==> src/npe_pkg.sv <==
// Shared constants and types for the NAND page check-code engine.
`default_nettype none
package npe_pkg;

   // Word layout of one sector as it streams through the engine.
   localparam logic [8:0]  MAIN_WORDS     = 9'h100;  // Main data words 0..255.
   localparam logic [8:0]  W_SPR_A        = 9'h101;  // Second spare word, protected.
   localparam logic [8:0]  W_SPR_B        = 9'h102;  // Third spare word, protected.
   localparam logic [8:0]  W_MCODE_LO     = 9'h104;  // Main code bits 15:0.
   localparam logic [8:0]  W_MCODE_HI     = 9'h105;  // Main code bits 23:16 in low byte.
   localparam logic [8:0]  W_SCODE        = 9'h106;  // Spare code bits 9:0.
   localparam logic [8:0]  W_LAST         = 9'h107;  // Last word of the sector.
   localparam logic [8:0]  IDX_STEP       = 9'h001;

   // Fill patterns for unused bits of the code words.
   localparam logic [7:0]  MCODE_HI_FILL  = 8'hff;
   localparam logic [5:0]  SCODE_FILL     = 6'h3f;

   // Code sizes, as pairs of even and odd parities.
   localparam int          NPAIR_MAIN     = 12;
   localparam int          NPAIR_SPR      = 5;
   localparam int          MCODE_W        = 24;
   localparam int          SCODE_W        = 10;
   localparam int          BIT_ADDR_W     = 4;

   // Configuration word bit that selects bypass.
   localparam int          CFG1_BYPASS_BIT = 9;

   // Error class reported after a load, ordered by severity.
   localparam logic [1:0]  CLS_NONE       = 2'h0;
   localparam logic [1:0]  CLS_CORR       = 2'h1;
   localparam logic [1:0]  CLS_UNC        = 2'h2;

   // Sequencer states.
   typedef enum logic [2:0] {
      ST_IDLE   = 3'b000,
      ST_PRG    = 3'b001,
      ST_LOAD   = 3'b010,
      ST_CHECK  = 3'b011,
      ST_FXM_RD = 3'b100,
      ST_FXM_WR = 3'b101,
      ST_FXS_RD = 3'b110,
      ST_FXS_WR = 3'b111
   } npe_state_t;

endpackage
`default_nettype wire

==> src/npe_engine.sv <==
// Sector check-code engine between the on-chip buffer memory and the page buffer.
`timescale 1ns/1ps
`default_nettype none

// Contract
// - Detect two-bit errors, correct one, main and spare.
// - Program: 24-bit code per sector main data.
// - Program: 10-bit code over spare words two, three.
// - Load: regenerate codes, compare with stored codes.
// - Single erroneous data bit is flipped in buffer.
// - Status updated automatically at end of load.
// - Classes: none, correctable single, uncorrectable double.
// - Load copies stored code, not regenerated code.
// - Boot loads get identical checking and correction.
// - Bypass: no codes generated, no error position.
// - Bypass program leaves stored code un-updated.
// - Bypass load: no check, status invalid, code copied.
// - Bypass selected by configuration bit nine.
module npe_engine (
   input  wire logic        mclk,
   input  wire logic        rst_n,
   input  wire logic        clk_en,
   input  wire logic [15:0] sys_cfg1,
   input  wire logic        prg_start,
   input  wire logic        ld_start,
   input  wire logic        boot_start,
   input  wire logic        src_valid,
   input  wire logic [15:0] src_data,
   output logic             src_ready,
   output logic             busy,
   output logic             pb_we_q,
   output logic [8:0]       pb_addr_q,
   output logic [15:0]      pb_data_q,
   output logic             buf_we_q,
   output logic             buf_re_q,
   output logic [8:0]       buf_addr_q,
   output logic [15:0]      buf_wdata_q,
   input  wire logic [15:0] buf_rdata,
   output logic [1:0]       ecc_class_q,
   output logic             ecc_valid_q,
   output logic [11:0]      err_pos_main_q,
   output logic [4:0]       err_pos_spr_q,
   output logic             prg_done_q,
   output logic             ld_done_q
);

   // Folds one word into a pair-parity code; word address bits index the upper pairs.
   function automatic logic [23:0] ecc_acc(input logic [23:0] c, input logic [15:0] d,
                                           input logic [7:0] w);
      logic [23:0] r;
      logic        par;
      r   = c;
      par = ^d;
      for (int i = 0; i < npe_pkg::BIT_ADDR_W; i++) begin
         for (int b = 0; b < 16; b++) begin
            if (((b >> i) & 1) == 1) begin
               r[2*i+1] = r[2*i+1] ^ d[b];
            end else begin
               r[2*i] = r[2*i] ^ d[b];
            end
         end
      end
      for (int i = npe_pkg::BIT_ADDR_W; i < npe_pkg::NPAIR_MAIN; i++) begin
         if (w[i-npe_pkg::BIT_ADDR_W]) begin
            r[2*i+1] = r[2*i+1] ^ par;
         end else begin
            r[2*i] = r[2*i] ^ par;
         end
      end
      return r;
   endfunction

   // True when every used pair differs, which marks one flipped data bit.
   function automatic logic fix_ok(input logic [23:0] syn, input int n);
      logic ok;
      ok = 1'b1;
      for (int i = 0; i < npe_pkg::NPAIR_MAIN; i++) begin
         if (i < n) begin
            ok = ok & (syn[2*i] ^ syn[2*i+1]);
         end else begin
            ok = ok & ~(syn[2*i] | syn[2*i+1]);
         end
      end
      return ok;
   endfunction

   // Sorts a syndrome into one of the three error classes.
   function automatic logic [1:0] classify(input logic [23:0] syn, input int n);
      logic [1:0] k;
      if (syn == 24'h000000) begin
         k = npe_pkg::CLS_NONE;
      end else if (fix_ok(syn, n)) begin
         k = npe_pkg::CLS_CORR;
      end else if ((syn & (syn - 24'h000001)) == 24'h000000) begin
         k = npe_pkg::CLS_CORR;  // A single flipped bit inside the stored code.
      end else begin
         k = npe_pkg::CLS_UNC;
      end
      return k;
   endfunction

   // Bit position taken from the odd half of each pair.
   function automatic logic [11:0] pos_of(input logic [23:0] syn);
      logic [11:0] p;
      for (int i = 0; i < npe_pkg::NPAIR_MAIN; i++) begin
         p[i] = syn[2*i+1];
      end
      return p;
   endfunction

   npe_pkg::npe_state_t st_q, st_d;
   logic [8:0]  idx_q, idx_d;
   logic        byp_q, byp_d;
   logic [23:0] mcode_q, mcode_d;
   logic [9:0]  scode_q, scode_d;
   logic [23:0] smc_q, smc_d;
   logic [9:0]  ssc_q, ssc_d;
   logic        fixm_q, fixm_d;
   logic        fixs_q, fixs_d;
   logic [1:0]  cls_d, cls_m, cls_s;
   logic        vld_d;
   logic [11:0] posm_d;
   logic [4:0]  poss_d;
   logic        pb_we_d, buf_we_d, buf_re_d, prg_done_d, ld_done_d;
   logic [8:0]  pb_addr_d, buf_addr_d;
   logic [15:0] pb_data_d, buf_wdata_d;

   logic        accept;
   logic        is_main;
   logic        is_spr;
   logic [23:0] macc;
   logic [23:0] sacc;
   logic [23:0] msyn;
   logic [23:0] ssyn;
   logic [11:0] mpos;
   logic [11:0] spos;
   logic [15:0] mmask;
   logic [15:0] smask;
   logic [8:0]  spr_addr;

   // Word index step, held at the index width so the increment keeps nine bits.
   localparam logic [8:0] IDX_STEP_W = npe_pkg::IDX_STEP;

   // Stream handshake and per-word decode shared by program and load.
   assign busy      = (st_q != npe_pkg::ST_IDLE);
   assign src_ready = clk_en && (st_q == npe_pkg::ST_PRG || st_q == npe_pkg::ST_LOAD);
   assign accept    = src_valid && src_ready;
   assign is_main   = (idx_q < npe_pkg::MAIN_WORDS);
   assign is_spr    = (idx_q == npe_pkg::W_SPR_A) || (idx_q == npe_pkg::W_SPR_B);
   assign macc      = ecc_acc(mcode_q, src_data, idx_q[7:0]);
   assign sacc      = ecc_acc({14'h0000, scode_q}, src_data,
                              {7'h00, idx_q == npe_pkg::W_SPR_B});

   // Syndromes of regenerated against stored codes, and the flip masks.
   assign msyn     = mcode_q ^ smc_q;
   assign ssyn     = {14'h0000, scode_q ^ ssc_q};
   assign mpos     = pos_of(msyn);
   assign spos     = pos_of(ssyn);
   assign cls_m    = classify(msyn, npe_pkg::NPAIR_MAIN);
   assign cls_s    = classify(ssyn, npe_pkg::NPAIR_SPR);
   assign mmask    = 16'h0001 << err_pos_main_q[3:0];
   assign smask    = 16'h0001 << err_pos_spr_q[3:0];
   assign spr_addr = npe_pkg::W_SPR_A + {8'h00, err_pos_spr_q[4]};

   // Next-state logic of the sequencer, code accumulators and output strobes.
   always_comb begin
      st_d        = st_q;
      idx_d       = idx_q;
      byp_d       = byp_q;
      mcode_d     = mcode_q;
      scode_d     = scode_q;
      smc_d       = smc_q;
      ssc_d       = ssc_q;
      fixm_d      = fixm_q;
      fixs_d      = fixs_q;
      cls_d       = ecc_class_q;
      vld_d       = ecc_valid_q;
      posm_d      = err_pos_main_q;
      poss_d      = err_pos_spr_q;
      pb_we_d     = 1'b0;
      pb_addr_d   = pb_addr_q;
      pb_data_d   = pb_data_q;
      buf_we_d    = 1'b0;
      buf_re_d    = 1'b0;
      buf_addr_d  = buf_addr_q;
      buf_wdata_d = buf_wdata_q;
      prg_done_d  = 1'b0;
      ld_done_d   = 1'b0;
      unique case (st_q)
         npe_pkg::ST_IDLE: begin
            idx_d   = 9'h000;
            mcode_d = 24'h000000;
            scode_d = 10'h000;
            byp_d   = sys_cfg1[npe_pkg::CFG1_BYPASS_BIT];
            if (prg_start) begin
               st_d = npe_pkg::ST_PRG;
            end else if (ld_start || boot_start) begin
               st_d = npe_pkg::ST_LOAD;
            end
         end
         npe_pkg::ST_PRG: begin
            if (accept) begin
               idx_d     = idx_q + IDX_STEP_W;
               pb_we_d   = 1'b1;
               pb_addr_d = idx_q;
               pb_data_d = src_data;
               if (!byp_q) begin
                  if (is_main) begin
                     mcode_d = macc;
                  end
                  if (is_spr) begin
                     scode_d = sacc[9:0];
                  end
                  if (idx_q == npe_pkg::W_MCODE_LO) begin
                     pb_data_d = mcode_q[15:0];
                  end else if (idx_q == npe_pkg::W_MCODE_HI) begin
                     pb_data_d = {npe_pkg::MCODE_HI_FILL, mcode_q[23:16]};
                  end else if (idx_q == npe_pkg::W_SCODE) begin
                     pb_data_d = {npe_pkg::SCODE_FILL, scode_q};
                  end
               end else if (idx_q == npe_pkg::W_MCODE_LO || idx_q == npe_pkg::W_MCODE_HI
                            || idx_q == npe_pkg::W_SCODE) begin
                  pb_we_d = 1'b0;
               end
               if (idx_q == npe_pkg::W_LAST) begin
                  st_d       = npe_pkg::ST_IDLE;
                  prg_done_d = 1'b1;
               end
            end
         end
         npe_pkg::ST_LOAD: begin
            if (accept) begin
               idx_d       = idx_q + IDX_STEP_W;
               buf_we_d    = 1'b1;
               buf_addr_d  = idx_q;
               buf_wdata_d = src_data;
               if (!byp_q && is_main) begin
                  mcode_d = macc;
               end
               if (!byp_q && is_spr) begin
                  scode_d = sacc[9:0];
               end
               if (idx_q == npe_pkg::W_MCODE_LO) begin
                  smc_d[15:0] = src_data;
               end
               if (idx_q == npe_pkg::W_MCODE_HI) begin
                  smc_d[23:16] = src_data[7:0];
               end
               if (idx_q == npe_pkg::W_SCODE) begin
                  ssc_d = src_data[9:0];
               end
               if (idx_q == npe_pkg::W_LAST) begin
                  st_d = npe_pkg::ST_CHECK;
               end
            end
         end
         npe_pkg::ST_CHECK: begin
            if (byp_q) begin
               vld_d     = 1'b0;
               cls_d     = npe_pkg::CLS_NONE;
               posm_d    = 12'h000;
               poss_d    = 5'h00;
               st_d      = npe_pkg::ST_IDLE;
               ld_done_d = 1'b1;
            end else begin
               vld_d  = 1'b1;
               cls_d  = (cls_m > cls_s) ? cls_m : cls_s;
               fixm_d = fix_ok(msyn, npe_pkg::NPAIR_MAIN);
               fixs_d = fix_ok(ssyn, npe_pkg::NPAIR_SPR);
               posm_d = fixm_d ? mpos : 12'h000;
               poss_d = fixs_d ? spos[4:0] : 5'h00;
               if (fixm_d) begin
                  st_d       = npe_pkg::ST_FXM_RD;
                  buf_re_d   = 1'b1;
                  buf_addr_d = {1'b0, mpos[11:4]};
               end else if (fixs_d) begin
                  st_d       = npe_pkg::ST_FXS_RD;
                  buf_re_d   = 1'b1;
                  buf_addr_d = npe_pkg::W_SPR_A + {8'h00, spos[4]};
               end else begin
                  st_d      = npe_pkg::ST_IDLE;
                  ld_done_d = 1'b1;
               end
            end
         end
         npe_pkg::ST_FXM_RD: begin
            buf_wdata_d = buf_rdata ^ mmask;
            buf_we_d    = 1'b1;
            fixm_d      = 1'b0;
            st_d        = npe_pkg::ST_FXM_WR;
         end
         npe_pkg::ST_FXM_WR: begin
            if (fixs_q) begin
               st_d       = npe_pkg::ST_FXS_RD;
               buf_re_d   = 1'b1;
               buf_addr_d = spr_addr;
            end else begin
               st_d      = npe_pkg::ST_IDLE;
               ld_done_d = 1'b1;
            end
         end
         npe_pkg::ST_FXS_RD: begin
            buf_wdata_d = buf_rdata ^ smask;
            buf_we_d    = 1'b1;
            fixs_d      = 1'b0;
            st_d        = npe_pkg::ST_FXS_WR;
         end
         npe_pkg::ST_FXS_WR: begin
            st_d      = npe_pkg::ST_IDLE;
            ld_done_d = 1'b1;
         end
      endcase
   end

   // State registers; a low clock enable freezes everything except the synchronous reset.
   always_ff @(posedge mclk) begin
      if (!rst_n) begin
         st_q           <= npe_pkg::ST_IDLE;
         idx_q          <= 9'h000;
         byp_q          <= 1'b0;
         mcode_q        <= 24'h000000;
         scode_q        <= 10'h000;
         smc_q          <= 24'h000000;
         ssc_q          <= 10'h000;
         fixm_q         <= 1'b0;
         fixs_q         <= 1'b0;
         ecc_class_q    <= npe_pkg::CLS_NONE;
         ecc_valid_q    <= 1'b0;
         err_pos_main_q <= 12'h000;
         err_pos_spr_q  <= 5'h00;
         pb_we_q        <= 1'b0;
         pb_addr_q      <= 9'h000;
         pb_data_q      <= 16'h0000;
         buf_we_q       <= 1'b0;
         buf_re_q       <= 1'b0;
         buf_addr_q     <= 9'h000;
         buf_wdata_q    <= 16'h0000;
         prg_done_q     <= 1'b0;
         ld_done_q      <= 1'b0;
      end else if (clk_en) begin
         st_q           <= st_d;
         idx_q          <= idx_d;
         byp_q          <= byp_d;
         mcode_q        <= mcode_d;
         scode_q        <= scode_d;
         smc_q          <= smc_d;
         ssc_q          <= ssc_d;
         fixm_q         <= fixm_d;
         fixs_q         <= fixs_d;
         ecc_class_q    <= cls_d;
         ecc_valid_q    <= vld_d;
         err_pos_main_q <= posm_d;
         err_pos_spr_q  <= poss_d;
         pb_we_q        <= pb_we_d;
         pb_addr_q      <= pb_addr_d;
         pb_data_q      <= pb_data_d;
         buf_we_q       <= buf_we_d;
         buf_re_q       <= buf_re_d;
         buf_addr_q     <= buf_addr_d;
         buf_wdata_q    <= buf_wdata_d;
         prg_done_q     <= prg_done_d;
         ld_done_q      <= ld_done_d;
      end
   end
endmodule

`default_nettype wire

==> config.mk <==
export PLATFORM = sky130hd
export DESIGN_NAME = npe_engine
export DESIGN_NICKNAME = d
export VERILOG_FILES = /design/src/npe_pkg.sv /design/src/npe_engine.sv
export SDC_FILE = /design/constraint.sdc
export NUM_CORES = 1
export LEC_CHECK = 0
export ABC_CLOCK_PERIOD_IN_PS = 10300
export BUFFER_PORTS_ARGS = -buffer_cell sky130_fd_sc_hd__buf_2
export CAP_MARGIN = 5
export CORE_MARGIN = 2
export CORE_UTILIZATION = 35
export CTS_BUF_LIST = sky130_fd_sc_hd__clkbuf_8
export DETAILED_ROUTE_END_ITERATION = 7
export REMOVE_ABC_BUFFERS = 1
export SLEW_MARGIN = 10
export SYNTH_ARGS = -nofsm -noshare
export SYNTH_HDL_FRONTEND = slang
export SYNTH_SLANG_ARGS = --single-unit
export TNS_END_PERCENT = 5
==> constraint.sdc <==
create_clock -name mclk -period 10.3 [get_ports mclk]
set_clock_uncertainty 0.2 [all_clocks]
set_input_delay 0.515 -clock mclk [delete_from_list [all_inputs] [get_ports mclk]]
set_output_delay 0.515 -clock mclk [all_outputs]
set_load 0.02 [all_outputs]
==> out/qor.yml <==
die:
  io_pins: 132
  rows: 57
  die_w_um: 162
  core_area_mm2: 0.0244
  start_util_pct: 35.8
  die_height_um: 162
  design.die.area_mm2: 0.0263
cells_and_area:
  drive_gt1_share_pct: 14.9
  synthToLayoutAreaGrowth_pct: 13.1
  n_antenna_cell: 0
  finalNetCount: 1270
  final.fill_count: 2590
  stdcell_area_mm2: 0.00989
clocking:
  cts_made_buffers: 17
  clkTransAtPathRegs_ps: 100
  worstSkewPairLatency_ps: 470
  tritoncts: "yes"
  cts_resized: 0
  clk_path_buf_depth: 2
  clock-sinks: 157
  post_cts_buffers: 0
  cts_root_buffer: "clkbuf_8"
  htreeDepth: 4
  cts_hold_buf: 0
yosys:
  ys.flop_type: "dfxtp_1"
  syn_avg_cell_area_um2: 7.80
  netlist_area_mm2: 0.00874
  async_flop_share_pct: 0
  synth-edff-count: 0
  postSynthCellCount: 1120
  ys_seq_elements: 157
  synth_cell_type_count: 63
  yosysSeqAreaShare_pct: 36.0
  yosysWarnings: 0
global_route:
  grt_overflow: 0
  grt_use_total_pct: 21.2
  grt_pass1_vias: 7461
  grt_max_degree: 70
  grt_first_pass_wirelength_um: 42900
  antenna_found_initial: 0
worst_hold_path:
  hp-class: "input port to flip-flop"
  min_to: "byp_q"
  whs_path_depth: 3
  hp-start: "sys_cfg1[9]"
drt:
  drt_wl_total_um: 28000
  drtAntennaViolNets: 0
  drc_errors: 0
  drt_iter0_markers: 686
  vias_per_cell: 5.39
  first_pass_iters: 6
  vias: 8215
  wl_per_cell_um: 18.4
pwr:
  p_total_mw: 1.74
  leakage_nw: 3.86
  irDropWorstVdd_v: 0.0000883
  p_per_area_mw_per_mm2: 176
sta:
  setup_violations: 0
  fin_setup_tns_ps: 0
  period_needed_ps: 3930
  worstMarginPinSlew_ps: 1290
  max_freq_mhz: 255
  relSlewSlack_pct: 13.5
  fin_crit_sh_pct: 38.1
  rsz0062_at_grt: "false"
  maxSlewViolCount: 0
  hold_violations: 0
  whs_ps: 93.4
  setup_slack_ps: 6370
place:
  dp_hpwl_um: 20200
  io_buffers: 116
  dpl_worst_slack_ps: 6440
  dpl_cell_area_mm2: 0.00947
  gp_congestion: 0.903
outcome:
  status: "complete, no violations"
worst_setup_path:
  cp-end-kind: "flip-flop"
  required_ps: 10460
  r2r-end: "ecc_class_q[0]"
  r2r_cells: 16
  reg2reg_from: "mcode_q[4]"
  cp-start-kind: "flip-flop"
  ff2ff_setup_slack_ps: 6370
  criticalPathCategory: "flip-flop to flip-flop"
  critical_path_arrival_ps: 4080
  cp_max_fo: 4
job:
  maxCapViolations: 0
## cell usage in the layout (no fill, tap or decap), types with 3 or more instances in the layout
cell type	instances
a211oi_1	36
a211oi_2	3
a21oi_1	113
a221o_1	3
a22oi_1	20
a31oi_1	17
a32oi_1	3
and2_1	8
and3_1	8
buf_2	116
buf_4	7
bufinv_16	4
clkbuf_8	18
clkinv_2	5
dfxtp_1	157
ha_1	28
inv_1	40
mux2i_1	36
nand2_1	88
nand2b_1	4
nand3_1	33
nand3b_1	3
nand4_1	9
nor2_1	211
nor2_2	6
nor2b_1	5
nor3_1	10
nor3b_1	4
nor4_1	3
o211a_1	3
o211ai_1	7
o21ai_0	46
o21ai_1	3
o221ai_1	11
o22ai_1	4
or2_2	3
xnor2_1	59
xor2_1	30
xor2_2	4
## flip-flops by register name, summed over array words and instances (netlist names), 2 cells and up
name	cells
mcode_q	24
smc_q	24
buf_wdata_q	16
pb_data_q	16
err_pos_main_q	12
scode_q	10
ssc_q	10
buf_addr_q	9
idx_q	9
pb_addr_q	9
err_pos_spr_q	5
st_q	3
ecc_class_q	2
## Yosys cell counts, drive strengths merged (28+ instances only)
cell | n | area share [%]
nor2 | 217 | 9.5
dfxtp | 157 | 36
a21oi | 115 | 6.7
nand2 | 88 | 3.8
xnor2 | 60 | 6.1
clkbuf | 59 | 2.6
o21ai | 49 | 2.8
a211oi | 40 | 3.8
inv | 40 | 1.7
mux2i | 36 | 4.1
nand3 | 34 | 2.0
xor2 | 34 | 3.8
ha | 28 | 4.0
## layer usage
metal / routed length (um) / up-vias / part of all wire, % / track usage, %
met1: 12900 / 3860 / 46 / 29.9
met5: 0 / - / 0 / 0
met4: 684 / 0 / 2.4 / 7.08
met3: 2030 / 32 / 7.3 / 3.37
met2: 12400 / 325 / 44 / 33.1
li1: - / 3998 / - / -
## critical path, cell delays in order, from the launching register on
cell and delay (ps):
dfxtp_1 380, xnor2_1 380, ha_1 220, nand2_1 50
nor3_1 360, a21oi_1 120, a2111oi_0 400, nand3_1 140
nor4_1 400, a21oi_1 150, and2_1 190, ha_1 300
a21oi_1 60, a21oi_1 150, nor4_1 70, a32oi_1 170
o21ai_1 80
## layout make-up
type	count	area (um2)	share of cell area (%)
well taps	324	405	4.10
clock buffers	18	248	2.51
inverters	41	156	1.58
clock inverters	13	174	1.76
multi-input cells	847	5130	51.9
repair buffers	123	633	6.40
flip-flops and latches	157	3140	31.8
## worst max path at each step
stage,startpoint,end,slack (ps),depth (start not counted)
floorplan,mcode_q[4],ecc_class_q[0],6920,16
global placement,mcode_q[4],ecc_class_q[0],6440,16
detailed placement,mcode_q[4],ecc_class_q[0],6440,16
CTS,mcode_q[4],ecc_class_q[0],6420,16
global route,mcode_q[4],ecc_class_q[0],6000,16
finish,mcode_q[4],ecc_class_q[0],6370,16
## kinds of logic after synthesis
family / count (synthesis) / synth area share (%)
AOI/OAI and AO/OA: 283 / 20.3
xor gates and xnor gates: 94 / 9.85
adders and majority gates: 28 / 4.01
buffers and inverters: 116 / 5.40
DFF: 157 / 36.0
muxes: 36 / 4.12
and+or+nand+nor: 406 / 20.3
## where the power goes
group          internal, mW  switching (mW)  total (mW)
registers             0.638          0.0520       0.690
clock network         0.267           0.243       0.510
logic                 0.194           0.347       0.541
total                  1.10           0.642        1.74
## through the flow
step / cells / util [%]
global route: 1523 / 40.5
global placement: 1492 / 38.8
CTS: 1523 / 40.5
finish: 1523 / 40.5
floorplan: 1045 / -
detailed placement: 1492 / 38.8
(Power assumes the default switching activity.)
